<file path="config.mk">
export PLATFORM = sky130hd
export DESIGN_NAME = psram_host
export DESIGN_NICKNAME = d
export VERILOG_FILES = /design/src/hdl/psram_pkg.sv /design/src/hdl/psram_host.sv
export SDC_FILE = /design/constraint.sdc
export NUM_CORES = 1
export LEC_CHECK = 0
export BUFFER_PORTS_ARGS = -buffer_cell sky130_fd_sc_hd__buf_2
export CAP_MARGIN = 20
export CORE_ASPECT_RATIO = 1.5
export CORE_MARGIN = 2
export CORE_UTILIZATION = 56
export CTS_CLUSTER_SIZE = 20
export DETAILED_ROUTE_END_ITERATION = 6
export PLACE_DENSITY = 0.88
export SETUP_SLACK_MARGIN = 0.02
export SLEW_MARGIN = 20
export SYNTH_ARGS = -nofsm -noshare
export SYNTH_HDL_FRONTEND = slang
export SYNTH_SLANG_ARGS = --single-unit
</file>
<file path="constraint.sdc">
create_clock -name clk -period 3.48 [get_ports clk]
set_input_delay 0.174 -clock clk [delete_from_list [all_inputs] [get_ports clk]]
set_output_delay 0.174 -clock clk [all_outputs]
set_load 0.02 [all_outputs]
</file>
<file path="src/hdl/psram_pkg.sv">
package psram_pkg;
   // ==========================================================
   // bus widths
   localparam int ADDR_W = 21;
   localparam int DATA_W = 16;
   // ==========================================================
   // timing figures in ns (T_PU_US in us), clock period in ns
   localparam int CLK_NS       = 100;
   localparam int T_ACC_NS     = 85;     // address / select to data
   localparam int T_CW_NS      = 70;     // select to end of write
   localparam int T_AW_NS      = 80;     // address valid to end of write
   localparam int T_WP_NS      = 40;     // write pulse
   localparam int T_DW_NS      = 35;     // data setup to end of write
   localparam int T_C1H_NS     = 30;     // select high between accesses
   localparam int T_SLP_NS     = 30;     // sleep pulse
   localparam int T_HOLD_NS    = 32000;  // longest time at one address
   localparam int T_PU_US      = 300;    // standby after power-up / sleep
   localparam int INIT_READS   = 3;
   // least times round up, longest times round down
   localparam int RD_CYC   = (T_ACC_NS + CLK_NS - 1) / CLK_NS;
   localparam int WR_NS    = (T_CW_NS > T_AW_NS) ? T_CW_NS : T_AW_NS;
   localparam int WR_CYC   = (WR_NS + CLK_NS - 1) / CLK_NS;
   localparam int GAP_CYC  = (T_C1H_NS + CLK_NS - 1) / CLK_NS;
   localparam int SLP_CYC  = (T_SLP_NS + CLK_NS - 1) / CLK_NS;
   localparam int HOLD_CYC = T_HOLD_NS / CLK_NS;
   localparam int PU_CYC   = (T_PU_US * 1000 + CLK_NS - 1) / CLK_NS;
   localparam int CNT_W    = 16;
   // ==========================================================
   // controller states
   typedef enum logic [2:0] {
      PSRAM_PWRUP = 3'b000,
      PSRAM_IDLE  = 3'b001,
      PSRAM_READ  = 3'b010,
      PSRAM_WRITE = 3'b011,
      PSRAM_GAP   = 3'b100,
      PSRAM_SLEEP = 3'b101
   } psram_state_e;
endpackage : psram_pkg

</file>
<file path="src/hdl/psram_host.sv">
`timescale 1ns/100ps
module psram_host #(
   parameter int PU_CYCLES = psram_pkg::PU_CYC
) (
   input  wire logic                          clk,
   input  wire logic                          rst,
   // user side
   input  wire logic                          req_valid,
   output logic                               req_ready,
   input  wire logic                          req_write,
   input  wire logic [psram_pkg::ADDR_W-1:0]  req_addr,
   input  wire logic [psram_pkg::DATA_W-1:0]  req_wdata,
   input  wire logic [1:0]                    req_lane_n,
   input  wire logic                          req_lane_mode,
   input  wire logic                          sleep_req,
   output logic                               rd_valid,
   output logic [psram_pkg::DATA_W-1:0]       rd_data,
   output logic                               init_done,
   // memory pins
   output logic [psram_pkg::ADDR_W-1:0]       mem_addr,
   output logic                               chip_select_n,
   output logic                               sleep_control,
   output logic                               output_enable_n,
   output logic                               write_strobe_n,
   output logic                               lower_byte_enable_n,
   output logic                               upper_byte_enable_n,
   input  wire logic [psram_pkg::DATA_W-1:0]  data_in,
   output logic [psram_pkg::DATA_W-1:0]       data_out,
   output logic                               data_oe_n
);
   // ==========================================================
   // state and counters
   psram_pkg::psram_state_e state_ff, nxt_state;
   logic [psram_pkg::CNT_W+4-1:0]  cnt_ff;
   logic [1:0]                     init_rd_ff;
   logic                           done_ff;
   logic                           lmode_cur;
   logic [1:0]                     lane_cur;
   logic                           lmode_ff;
   logic [1:0]                     lane_ff;
   logic [psram_pkg::DATA_W-1:0]   sync1_ff, sync2_ff;
   logic                           cnt_end;

   localparam logic [19:0] RD_END  = 20'(psram_pkg::RD_CYC);
   localparam logic [19:0] WR_END  = 20'(psram_pkg::WR_CYC);
   localparam logic [19:0] GAP_END = 20'(psram_pkg::GAP_CYC);
   localparam logic [19:0] SLP_END = 20'(psram_pkg::SLP_CYC);
   localparam logic [19:0] PU_END  = 20'(PU_CYCLES);

   // end of the current phase
   always_comb begin
      case (state_ff)
         psram_pkg::PSRAM_PWRUP: cnt_end = (cnt_ff >= PU_END);
         psram_pkg::PSRAM_READ:  cnt_end = (cnt_ff >= RD_END + 20'h2);
         psram_pkg::PSRAM_WRITE: cnt_end = (cnt_ff >= WR_END);
         psram_pkg::PSRAM_GAP:   cnt_end = (cnt_ff >= GAP_END);
         psram_pkg::PSRAM_SLEEP: cnt_end = (cnt_ff >= SLP_END) && !sleep_req;
         default:                cnt_end = 1'b1;
      endcase
   end

   // ==========================================================
   // sequencer
   // init reads gate normal use
   always_comb begin
      nxt_state = state_ff;
      case (state_ff)
         psram_pkg::PSRAM_PWRUP: begin
            if (cnt_end) begin
               nxt_state = done_ff ? psram_pkg::PSRAM_IDLE : psram_pkg::PSRAM_READ;
            end
         end
         psram_pkg::PSRAM_IDLE: begin
            if (sleep_req) begin
               nxt_state = psram_pkg::PSRAM_SLEEP;
            end else if (req_valid) begin
               nxt_state = req_write ? psram_pkg::PSRAM_WRITE : psram_pkg::PSRAM_READ;
            end
         end
         psram_pkg::PSRAM_READ:  if (cnt_end) nxt_state = psram_pkg::PSRAM_GAP;
         psram_pkg::PSRAM_WRITE: if (cnt_end) nxt_state = psram_pkg::PSRAM_GAP;
         psram_pkg::PSRAM_GAP: begin
            if (cnt_end) begin
               nxt_state = done_ff ? psram_pkg::PSRAM_IDLE : psram_pkg::PSRAM_READ;
            end
         end
         // wake goes through full standby wait
         psram_pkg::PSRAM_SLEEP: if (cnt_end) nxt_state = psram_pkg::PSRAM_PWRUP;
         default: nxt_state = psram_pkg::PSRAM_PWRUP;
      endcase
   end

   always_ff @(posedge clk) begin
      if (rst) begin
         state_ff <= psram_pkg::PSRAM_PWRUP;
      end else begin
         state_ff <= nxt_state;
      end
   end

   // phase counter, cleared on each state change
   // read and write phases are far below the hold limit
   always_ff @(posedge clk) begin
      if (rst || nxt_state != state_ff) begin
         cnt_ff <= '0;
      end else if (cnt_ff != '1) begin
         cnt_ff <= cnt_ff + 20'h1;
      end
   end

   // count the start-up reads; sleep exit demands them again
   always_ff @(posedge clk) begin
      if (rst || state_ff == psram_pkg::PSRAM_SLEEP) begin
         init_rd_ff <= '0;
         done_ff    <= 1'b0;
      end else if (!done_ff && state_ff == psram_pkg::PSRAM_READ && cnt_end) begin
         init_rd_ff <= init_rd_ff + 2'h1;
         done_ff    <= (init_rd_ff == 2'(psram_pkg::INIT_READS - 1));
      end
   end

   // latch the request when it is taken
   // address changes only in idle, select high
   always_ff @(posedge clk) begin
      if (rst) begin
         mem_addr  <= '0;
         data_out  <= '0;
         lmode_ff  <= 1'b0;
         lane_ff   <= 2'b00;
      end else if (state_ff == psram_pkg::PSRAM_IDLE && req_valid && !sleep_req) begin
         mem_addr  <= req_addr;
         data_out  <= req_wdata;
         lmode_ff  <= req_lane_mode;
         lane_ff   <= req_lane_n;
      end else if (!done_ff && state_ff != psram_pkg::PSRAM_IDLE) begin
         lane_ff   <= 2'b00;
      end
   end

   assign req_ready = (state_ff == psram_pkg::PSRAM_IDLE) && !sleep_req;
   assign init_done = done_ff;
   // a request taken this edge steers the pins at once rather than a cycle late
   assign lmode_cur = (state_ff == psram_pkg::PSRAM_IDLE) ? req_lane_mode : lmode_ff;
   assign lane_cur  = (state_ff == psram_pkg::PSRAM_IDLE) ? req_lane_n : lane_ff;

   // ==========================================================
   // pin drive, registered so all edges are glitch free
   logic act, wr_pulse;
   assign act      = (state_ff == psram_pkg::PSRAM_READ) || (state_ff == psram_pkg::PSRAM_WRITE);
   // strobe or lanes fall one cycle after select and rise together with it
   // pulse after one setup cycle with select and the held signal low
   assign wr_pulse = (state_ff == psram_pkg::PSRAM_WRITE)
                     && (cnt_ff < WR_END);

   always_ff @(posedge clk) begin
      if (rst) begin
         chip_select_n       <= 1'b1;
         sleep_control       <= 1'b1;
         output_enable_n     <= 1'b1;
         write_strobe_n      <= 1'b1;
         lower_byte_enable_n <= 1'b1;
         upper_byte_enable_n <= 1'b1;
         data_oe_n           <= 1'b1;
      end else begin
         chip_select_n   <= !(nxt_state == psram_pkg::PSRAM_READ
                              || nxt_state == psram_pkg::PSRAM_WRITE);
         // sleep held low only in sleep state
         // low for at least the sleep pulse
         sleep_control   <= (nxt_state != psram_pkg::PSRAM_SLEEP);
         // read enables output, strobe stays high
         output_enable_n <= (nxt_state != psram_pkg::PSRAM_READ);
         // drive data only while output enable high in writes
         data_oe_n       <= (nxt_state != psram_pkg::PSRAM_WRITE);
         if (state_ff == psram_pkg::PSRAM_WRITE || nxt_state == psram_pkg::PSRAM_WRITE) begin
            // lane mode: strobe low across write
            // strobe mode: lanes low, strobe pulsed
            write_strobe_n      <= !(nxt_state == psram_pkg::PSRAM_WRITE
                                     && (lmode_cur || wr_pulse));
            // both lanes from one register edge
            lower_byte_enable_n <= !(nxt_state == psram_pkg::PSRAM_WRITE && !lane_cur[0]
                                     && (!lmode_cur || wr_pulse));
            upper_byte_enable_n <= !(nxt_state == psram_pkg::PSRAM_WRITE && !lane_cur[1]
                                     && (!lmode_cur || wr_pulse));
         end else begin
            write_strobe_n      <= 1'b1;
            lower_byte_enable_n <= !(nxt_state == psram_pkg::PSRAM_READ) || lane_cur[0];
            upper_byte_enable_n <= !(nxt_state == psram_pkg::PSRAM_READ) || lane_cur[1];
         end
      end
   end

   // ==========================================================
   // read data capture through two flops, since the pins are async
   // sample after access time plus two sync stages
   always_ff @(posedge clk) begin
      if (rst) begin
         sync1_ff <= '0;
         sync2_ff <= '0;
      end else begin
         sync1_ff <= data_in;
         sync2_ff <= sync1_ff;
      end
   end

   always_ff @(posedge clk) begin
      if (rst) begin
         rd_valid <= 1'b0;
         rd_data  <= '0;
      end else begin
         rd_valid <= (state_ff == psram_pkg::PSRAM_READ) && cnt_end && done_ff;
         if (state_ff == psram_pkg::PSRAM_READ && cnt_end) begin
            rd_data <= sync2_ff;
         end
      end
   end

   // ==========================================================
   // checks
   // no drive during read
   a_no_bus_fight: assert property (@(posedge clk) disable iff (rst)
      !output_enable_n |-> data_oe_n) else $error("host drives data during read");
   a_lane_pair: assert property (@(posedge clk) disable iff (rst)
      (act && lane_ff == 2'b00) |=> (lower_byte_enable_n == upper_byte_enable_n))
      else $error("lane enables split");
   a_sleep_width: assert property (@(posedge clk) disable iff (rst)
      $fell(sleep_control) |=> !sleep_control) else $error("sleep pulse too short");
   a_pwrup_idle: assert property (@(posedge clk) disable iff (rst)
      (state_ff == psram_pkg::PSRAM_PWRUP) |-> chip_select_n)
      else $error("access during power-up wait");
   // write keeps select for the full write window
   a_write_len: assert property (@(posedge clk) disable iff (rst)
      $rose(state_ff == psram_pkg::PSRAM_WRITE) |-> !chip_select_n [*1] ##1 !chip_select_n)
      else $error("write select too short");
   a_read_strobe: assert property (@(posedge clk) disable iff (rst)
      !output_enable_n |-> write_strobe_n) else $error("strobe low during read");
   // select rises within 8 cycles of falling, well inside hold limit
   a_sel_bound: assert property (@(posedge clk) disable iff (rst)
      $fell(chip_select_n) |-> ##[1:8] chip_select_n) else $error("select held too long");
   a_gap_standby: assert property (@(posedge clk) disable iff (rst)
      (state_ff == psram_pkg::PSRAM_GAP) |-> chip_select_n && data_oe_n)
      else $error("bus active in gap");

   a_strobe_write: assert property (@(posedge clk) disable iff (rst)
      $fell(write_strobe_n) && !lmode_ff |-> !chip_select_n && !data_oe_n
      && !(lower_byte_enable_n && upper_byte_enable_n)) else $error("strobe write not set up");
   a_lane_write: assert property (@(posedge clk) disable iff (rst)
      ($fell(lower_byte_enable_n) || $fell(upper_byte_enable_n)) && lmode_ff
      && (state_ff == psram_pkg::PSRAM_WRITE) |-> !write_strobe_n && $past(!write_strobe_n))
      else $error("lane write without strobe");

   // write is live while select, strobe and at least one lane are low together
   logic wr_live;
   assign wr_live = !chip_select_n && !write_strobe_n
                    && !(lower_byte_enable_n && upper_byte_enable_n);
   a_wr_window: assert property (@(posedge clk) disable iff (rst)
      $fell(wr_live) |-> $past(!chip_select_n, 2) && $past(!data_oe_n, 2)
      && ($past(mem_addr, 2) == mem_addr) && ($past(data_out, 2) == data_out))
      else $error("write window too short");

   // selected time at one address; refresh starves past the limit
   localparam logic [19:0] HOLD_END = 20'(psram_pkg::HOLD_CYC);
   logic [19:0] sel_cnt_ff;
   always_ff @(posedge clk) begin
      if (rst || chip_select_n) begin
         sel_cnt_ff <= '0;
      end else if (sel_cnt_ff != '1) begin
         sel_cnt_ff <= sel_cnt_ff + 20'h1;
      end
   end
   a_addr_hold: assert property (@(posedge clk) disable iff (rst)
      sel_cnt_ff < HOLD_END) else $error("address held past refresh limit");

   // standby time since reset or wake, saturating at the wait length
   logic [19:0] stby_cnt_ff;
   always_ff @(posedge clk) begin
      if (rst || !sleep_control) begin
         stby_cnt_ff <= '0;
      end else if (stby_cnt_ff < PU_END) begin
         stby_cnt_ff <= stby_cnt_ff + 20'h1;
      end
   end
   a_wake_wait: assert property (@(posedge clk) disable iff (rst)
      !chip_select_n |-> (stby_cnt_ff >= PU_END)) else $error("access before standby wait");
   a_sleep_select: assert property (@(posedge clk) disable iff (rst)
      !sleep_control |-> chip_select_n) else $error("select low while asleep");
   a_init_gate: assert property (@(posedge clk) disable iff (rst)
      req_ready |-> done_ff && (init_rd_ff == 2'(psram_pkg::INIT_READS)))
      else $error("user access before start-up reads");

endmodule // psram_host

</file>
; ---- After elaboration in Yosys (flattened, before gate mapping)
; Cells that the tools add are included.
; Widths: inputs -> output; s select.
[totals]
in_bits = 61
word_cells = 94
register_bits = 122
[op_classes]
mux = 15
n_reduce_logical = 39
n_eq_ne = 14
bitwise_logic = 1
addsub = 2
order_cmp = 4
[ops]
columns = cell, count
row1 = $add 20x1->20 const B, 1
row2 = $ge 20x1->1 const B, 1
row3 = $ge 20x12->1 const B, 1
row4 = $ge 20x2->1 const B, 1
row5 = $lt 20x1->1 const B, 1
row6 = $ne 20x20->1 const B, 1
row7 = $logic_and 1x1->1, 15
row8 = $mux 3, 5
row9 = $eq 3x2->1 const B, 4
row10 = $pmux 3 s4, 1
row11 = $logic_not 1->1, 10
row12 = $logic_or 1x1->1, 8
row13 = $mux 2, 4
row14 = $reduce_or 2->1, 4
row15 = $eq 3x3->1 const B, 2
row16 = $ne 3x2->1 const B, 2
row17 = $mux 1, 4
row18 = $pmux 1 s4, 1
row19 = $eq 3x1->1 const B, 1
row20 = $logic_not 3->1, 1
row21 = $ne 3x1->1 const B, 1
row22 = $ne 3x3->1, 1
row23 = $ne 3x3->1 const B, 1
row24 = $add 2x1->2 const B, 1
row25 = other kinds (3), 3

; ---- Logic depth before layout (Yosys ltp)
; Gate-level depths: netlist (run 1).
[logic_depth]
ltp_word = 10
mapped_depth = 9

; ---- Worst setup path before layout (run 1)
; OpenSTA, ideal clock, no wires.
[synth_timing]
path_type = reg-to-reg
from = reg cnt_ff[0] in the netlist's numbering
to = reg output_enable_n
synth_period_minus_slack_ns = 1.925
t_required_ns = 3.360
arrival_ns = 1.805
path_stages_with_launch = 8
path_slack_ns = 1.555
cell_sequence = dfxtp_1 inv_1 ha_1 nor2b_1 a31o_2 and3_1 a311o_1 or2_1
[synth_between]
elab_chain_len = 6
[synth_rtl]
columns = element, line
row1 = from (decl), psram_host.sv:34  ; logic [psram_pkg::CNT_W+4-1:0] cnt_ff;
row2 = from (signal assigned), psram_host.sv:107  ; cnt_ff <= cnt_ff + 20'h1;
row3 = $ge 20x1->1, "psram_host.sv:55, psram_host.sv:56, psram_host.sv:57"
row4 = $logic_and 1x1->1, psram_host.sv:57  ; psram_pkg::PSRAM_SLEEP: cnt_end = (cnt_ff >= SLP_END) && !sleep_req;
row5 = $pmux 1 s4 *, psram_host.sv:52  ; case (state_ff)
row6 = $mux 3 (on tied branches), --
row7 = $pmux 3 s4 *, psram_host.sv:67  ; case (state_ff)
row8 = $ne 3x2->1 *, psram_host.sv:171  ; output_enable_n <= (nxt_state != psram_pkg::PSRAM_READ);
row9 = to (signal assigned), psram_host.sv:171
row10 = to (decl), psram_host.sv:23  ; output logic output_enable_n,
; Mark *: on every way between the ends. The rest lies on a longest branch, timed or not.
; A chain may end at the register's enable or synchronous reset.

; ---- Worst setup path after layout (run 1)
[layout_timing]
from = reg state_ff[0]
to = reg output_enable_n
[layout_between]
elab_chain_len = 6
[layout_rtl]
columns = element, line
row1 = from (decl), psram_host.sv:33  ; psram_pkg::psram_state_e state_ff, nxt_state;
row2 = from (signal assigned), psram_host.sv:95  ; state_ff <= psram_pkg::PSRAM_PWRUP;
row3 = from (signal assigned), psram_host.sv:97  ; state_ff <= nxt_state;
row4 = $eq 3x2->1 or $eq 3x3->1 (tied branches), "psram_host.sv:52, psram_host.sv:67"
row5 = $reduce_or 2->1 (no source line), --
row6 = $pmux 1 s4, psram_host.sv:52
row7 = $mux 3 (on tied branches), --
row8 = $pmux 3 s4 *, psram_host.sv:67
row9 = $ne 3x2->1 *, psram_host.sv:171
; Marks and branches as above.

==> flow_summary.json, run 1 <==
{
  "status": "finished clean",
  "final_layout_size_suffix_gt1_share_pct": 26.1,
  "fin_setup_tns_ns": 0,
  "required_ns": 3.78,
  "holdCritStartpoint": "data_in[13]",
  "finalSetupViolCount": 0,
  "core.rowCount": 40,
  "clk_latency_ns": 0.41,
  "reg2reg_depth": 5,
  "synth_area_leader_cell": "dfxtp_1",
  "hold_class": "primary input to register",
  "holdPathEnd": "sync1_ff[13]$_SDFF_PP0_",
  "drt-total-wl_um": 11000,
  "antenna_cells": 0,
  "synth_adder_area_share_pct": 1.38,
  "synth-simple-area-share_pct": 25.4,
  "critPathSlowestCell": "or2_2",
  "synth_flop_cell": "dfxtp_1",
  "viasPerCell": 5.20,
  "worst-slew-pin-transition_ns": 0.953,
  "synth_top_family_by_area": "simple AND/OR/NAND/NOR gates",
  "slowest_delay_ns": 0.65,
  "vias": 3945,
  "avgSynthCellArea_um2": 9.18,
  "placed_cells": 699,
  "clock_tree.root_cell": "clkbuf_16",
  "globalplace.congestion": 0.987,
  "worstReg2RegStart": "state_ff[0]$_SDFF_PP0_",
  "clkTransAtPathRegs_ns": 0.05,
  "ys_top_cells_by_count": "dfxtp_1 (122), nand2_1 (95), nor2_1 (51)",
  "die-area_um2": 8870,
  "ant_nets": 0,
  "period_share_pct": 71.5,
  "syn2layout_area_growth_pct": 32.8,
  "r2r_slack_ns": 0.99,
  "fin_nets": 707,
  "grt_first_pass_wirelength_um": 17600,
  "finalNonFillerCells": 759,
  "hold_violations": 0,
  "wl_per_cell_um": 14.5,
  "syn-num-nets": 561,
  "start_util_pct": 57.1,
  "async_flop_share_pct": 0,
  "cts_buffers": 17,
  "synth_edf_count": 0,
  "finalCriticalPeriod_ns": 2.49,
  "reg2reg_to": "output_enable_n$_SDFF_PP1_",
  "synth_cell_type_count": 44,
  "yosys_warnings": 0,
  "io_buffers": 123,
  "htree_levels": 4,
  "grt_pass1_vias": 3885,
  "grt_use_total_pct": 25.4,
  "synth_compound_area_share_pct": 8.59,
  "max_freq_ghz": 0.402,
  "crit_arrival_ns": 2.79,
  "drt_iter0_markers": 228,
  "drv_slew": 0,
  "start_kind": "register",
  "postSynthCellCount": 495,
  "die_h_um": 114,
  "synthTopCellsByArea": "dfxtp_1 (54%), nand2_1 (7.8%), nor2b_1 (5.1%)",
  "grt.overflow.total": 0,
  "post_cts_buffers": 0,
  "crit_path_end_kind": "register",
  "drc": 0,
  "synth.top_cell.area_share_pct": 53.7,
  "crit_path_max_fanout": 39,
  "hold-path-cell-count": 2,
  "clk_path_buf_depth": 2,
  "vdd_drop_max_uv": 455,
  "cellPowerDensity_nw_per_um2": 521,
  "cts_tree": "done",
  "antenna_found_initial": 0,
  "yosysMostFrequentCell": "dfxtp_1",
  "crit_type": "register to register",
  "drt_pass1_iterations": 5,
  "synth_mux_area_share_pct": 4.62,
  "cts_sinks": 122,
  "rsz0062_at_grt": "false",
  "timing.critical_path.cells": "nor2b_1 > nand2b_1 > or2_2 > a311o_1 > or2_1",
  "slew_headroom_pct": 36.4,
  "synth.yosys.seq_area_share_pct": 53.7,
  "dp_hpwl_um": 6980,
  "core_um2": 7960,
  "grt_max_degree": 56,
  "die_x_um": 77.6,
  "syn_area_um2": 4550,
  "io_pins": 124,
  "ys_ff_latch": 122,
  "max_cap_viol_count": 0,
  "fin_skew_ns": 0.0129,
  "p_leak_nw": 2.53,
  "synth-xor-area-share_pct": 3.47
}
-- placed cells by master, fill, tap and decap left out, types with 6 or more instances in the layout --
cell type      count
buf_2            123
dfxtp_1          122
nand2_1           95
nor2_1            50
a21oi_1           40
nor2b_1           37
dlygate4sd3_1     27
mux2i_1           21
clkbuf_16         17
nand3_1           14
xor2_1            14
nand4_1            6
-- metal layers --
metal | share of wire [%] | vias to the layer above | global-route usage (%)
li1 | - | 1940 | -
met1 | 39 | 1822 | 27.5
met2 | 54 | 157 | 45.6
met3 | 5.2 | 26 | 6.39
met4 | 2.5 | 0 | 12.7
met5 | 0 | - | 0
-- through the flow --
step	power [mW]	hold WS (ns)	instance area, um^2	utilization (%)	worst slack, ns
floorplan	1.50	0.302	4550	-	1.56
global placement	1.54	0.383	5200	65.4	1.24
detailed placement	1.55	0.386	5200	65.4	1.12
CTS	3.17	0.000281	6030	75.7	1.08
global route	3.25	0.00261	6040	75.9	0.877
finish	3.14	0.00277	6040	75.9	0.991
-- worst max-delay path: cells and delay by family, from the launching register on --
kind | cells | cell delay (ns)
AO/OA/AOI/OAI | 1 | 0.50
AND/OR/NAND/NOR | 4 | 1.43
flip-flops | 1 | 0.44
-- timing repair --
action,in CTS,in global routing
hold endpoints to repair,27,0
hold buffers,27,0
gates resized for setup,0,0
-- logic make-up (layout without fill, tap and decap cells) --
group                    after synthesis  count (layout)
AND/OR/NAND/NOR                      235             235
flip-flops                           122             122
AO/OA/AOI/OAI                         63              63
buffers and inverters                 31             190
multiplexers                          21              21
XOR/XNOR                              18              18
adder cells (fa/ha/maj)                5               5
-- sequential cells by signal, indices dropped and copies added (netlist names), 2 cells and up --
register    cells
cnt_ff         20
data_out       16
lane_ff         2
sync1_ff       16
init_rd_ff      2
sync2_ff       16
state_ff        3
rd_data        16
mem_addr       21
-- area by class of cell --
class	count	area, um^2
clock buffer	17	425
clock inverter	15	128
fill	539	1920
inverter	5	18.8
multi-input combinational	342	1980
sequential	122	2440
tap	105	131
timing repair buffer	153	912
-- power by group --
group	switching [mW]	total, mW	internal [mW]	leakage, nW
Sequential	0.00885	1.43	1.42	0.990
Clock	0.624	1.60	0.976	0.261
Combinational	0.0538	0.117	0.0633	1.28
Total	0.687	3.14	2.46	2.53
-- worst max path at each step --
stage          slack, ns  depth (start not counted)                         end              startpoint
6_report            0.99                          5  output_enable_n$_SDFF_PP1_  state_ff[0]$_SDFF_PP0_
5_1_grt             0.88                          5  output_enable_n$_SDFF_PP1_  state_ff[0]$_SDFF_PP0_
4_1_cts             1.08                          5  output_enable_n$_SDFF_PP1_  state_ff[0]$_SDFF_PP0_
3_5_place_dp        1.12                          5  output_enable_n$_SDFF_PP1_  state_ff[0]$_SDFF_PP0_
3_3_place_gp        1.24                          5  output_enable_n$_SDFF_PP1_  state_ff[0]$_SDFF_PP0_
2_1_floorplan       1.56                          7  output_enable_n$_SDFF_PP1_  cnt_ff[0]$_SDFFE_PP0P_
No activity file was read; power rests on OpenSTA's default activity.
==> run 2: changes to the inputs <==
--- a/config.mk
+++ b/config.mk
@@ -9,10 +9,10 @@
 export CAP_MARGIN = 20
 export CORE_ASPECT_RATIO = 1.5
 export CORE_MARGIN = 2
-export CORE_UTILIZATION = 56
+export CORE_UTILIZATION = 47
 export CTS_CLUSTER_SIZE = 20
 export DETAILED_ROUTE_END_ITERATION = 6
-export PLACE_DENSITY = 0.88
+export PLACE_DENSITY = 0.8
 export SETUP_SLACK_MARGIN = 0.02
 export SLEW_MARGIN = 20
 export SYNTH_ARGS = -nofsm -noshare
==> constraint.sdc (replaced) <==
create_clock -name clk -period 2.1 [get_ports clk]
set_input_delay 0.105 -clock clk [delete_from_list [all_inputs] [get_ports clk]]
set_output_delay 0.105 -clock clk [all_outputs]
set_load 0.02 [all_outputs]
==> flow_summary.json, run 2 (synthesized netlist as in run 1, its figures left out) <==
{
  "hold_class": "primary input to register",
  "fin_nets": 760,
  "syn2layout_area_growth_pct": 46.5,
  "slew_headroom_pct": 61.3,
  "core.rowCount": 44,
  "layout_common_cells": "buf_2 (123), dfxtp_1 (114), nand2_1 (94), dlygate4sd3_1 (56), nor2_1 (46)",
  "clock_tree.root_cell": "clkbuf_16",
  "finalSetupViolCount": 0,
  "dp_hpwl_um": 7280,
  "clk_latency_ns": 0.40,
  "worst-slew-pin-transition_ns": 0.580,
  "drt_pass1_iterations": 4,
  "cts_sinks": 122,
  "vias": 4186,
  "status": "finished clean",
  "hold_violations": 0,
  "viasPerCell": 5.11,
  "largest_reg_flops": 21,
  "ant_nets": 0,
  "holdPathEnd": "state_ff[2]$_SDFF_PP0_",
  "start_util_pct": 47.7,
  "drv_slew": 0,
  "fin_setup_tns_ns": 0,
  "intPower_mw": 4.44,
  "max_freq_ghz": 0.480,
  "combPwrFrac_pct": 4.7,
  "wl_per_cell_um": 15.0,
  "die_h_um": 124,
  "grt_pass1_vias": 4276,
  "htree_levels": 4,
  "grt.overflow.total": 0,
  "worstReg2RegStart": "cnt_ff[15]$_SDFFE_PP0P_",
  "crit_type": "register to register",
  "p_sw_mw": 1.08,
  "grt_first_pass_wirelength_um": 19900,
  "reg.largest.list": "mem_addr x21, cnt_ff x20",
  "clkTransAtPathRegs_ns": 0.05,
  "drt-total-wl_um": 12300,
  "antenna_cells": 0,
  "crit_arrival_ns": 2.42,
  "io_pins": 124,
  "required_ns": 2.44,
  "clk_path_buf_depth": 2,
  "finalCriticalPeriod_ns": 2.08,
  "cts_buffers": 17,
  "switching_share_pct": 19.6,
  "reg2reg_to": "cnt_ff[12]$_SDFFE_PP0P_",
  "crit_path_max_fanout": 6,
  "crit_path_end_kind": "register",
  "cts_tree": "done",
  "r2r_slack_ns": 0.02,
  "hold-path-cell-count": 3,
  "start_kind": "register",
  "drc": 0,
  "final_layout_size_suffix_gt1_share_pct": 30.0,
  "cellPowerDensity_nw_per_um2": 829,
  "max_cap_viol_count": 0,
  "vdd_drop_max_uv": 596,
  "drt_iter0_markers": 171,
  "die-area_um2": 10500,
  "antenna_found_initial": 0,
  "fin_util_pct": 69.9,
  "die_x_um": 84.3,
  "fin_skew_ns": 0.00594,
  "largest-register": "mem_addr",
  "final_common_cell": "buf_2",
  "grt_max_degree": 63,
  "rsz0062_at_grt": "true",
  "holdCritStartpoint": "sleep_req",
  "core_um2": 9520,
  "setup.worst_path.start": "cnt_ff[15]$_SDFFE_PP0P_",
  "period_share_pct": 99.1,
  "io_buffers": 123,
  "p_seq_share_pct": 42.8,
  "hold_ws_ns": 0.0488,
  "globalplace.congestion": 0.808,
  "clkPwrFrac_pct": 52.5,
  "grt_use_total_pct": 23.7,
  "reg2reg_depth": 7,
  "p_leak_nw": 2.82
}
run 2: cell types whose count changed in the layout (fill, tap and decap cells not counted), sizes merged:
cell / delta
clkinv: -5
bufinv: +2
dlygate4sd3: +29
clkbuf: +4
inv: -1
buf: +24
clkinvlp: -3
run 2: per-layer routing:
metal | up-vias | GRT usage [%] | part of all wire (%)
met5 | - | 0 | 0
met4 | 0 | 13.9 | 4.9
met3 | 55 | 6.03 | 4.5
met2 | 137 | 42.8 | 54
met1 | 1955 | 24.1 | 36
li1 | 2039 | - | -
run 2: power groups by stage:
stage	Sequential, mW	Combinational, mW	Clock, mW
global placement	2.41	0.153	0
CTS	2.36	0.242	2.94
finish	2.36	0.258	2.90
floorplan	2.41	0.0779	0
global route	2.37	0.283	3.04
detailed placement	2.41	0.158	0
run 2: critical path, stage by stage (launching register included):
cell and delay [ns]:
dfxtp_1 0.34, nor4_4 0.36, nand3_2 0.17, o31ai_4 0.33, a41oi_2 0.17, a211o_4 0.38, buf_6 0.15, nor2_2 0.11
run 2: how the worst max path moves through the flow:
stage / to / slack, ns
2_1_floorplan: output_enable_n$_SDFF_PP1_ / 0.18
3_3_place_gp: output_enable_n$_SDFF_PP1_ / 0.04
5_1_grt: cnt_ff[12]$_SDFFE_PP0P_ / -0.08
4_1_cts: output_enable_n$_SDFF_PP1_ / 0.02
6_report: cnt_ff[12]$_SDFFE_PP0P_ / 0.02
3_5_place_dp: output_enable_n$_SDFF_PP1_ / 0.002
run 2: final cells by class:
cell class / instances / area [um^2]
clock inverters: 8 / 120
clock buffers: 21 / 470
flip-flops and latches: 122 / 2460
inverters: 5 / 18.8
repair buffers: 206 / 1400
well taps: 115 / 144
fillers: 674 / 2860
multi-input cells: 342 / 2050
run 2: repair_timing:
action | 4_1_cts | 5_1_grt
hold buffers | 56 | 0
gates resized for setup | 3 | 31
buffers inserted | 0 | 3
gates cloned | 0 | 2
endpoints found under the hold margin | 58 | 0
endpoints found under the setup margin | 2 | 26
pin swaps | 0 | 12
run 2: stage by stage:
step	setup slack [ns]	total power, mW	instance area (um^2)	std cells
global route	-0.0771	5.68	6660	819
detailed placement	0.00228	2.57	5370	729
finish	0.0187	5.52	6660	819
global placement	0.0352	2.56	5370	729
CTS	0.0203	5.54	6530	814
floorplan	0.175	2.49	4550	495
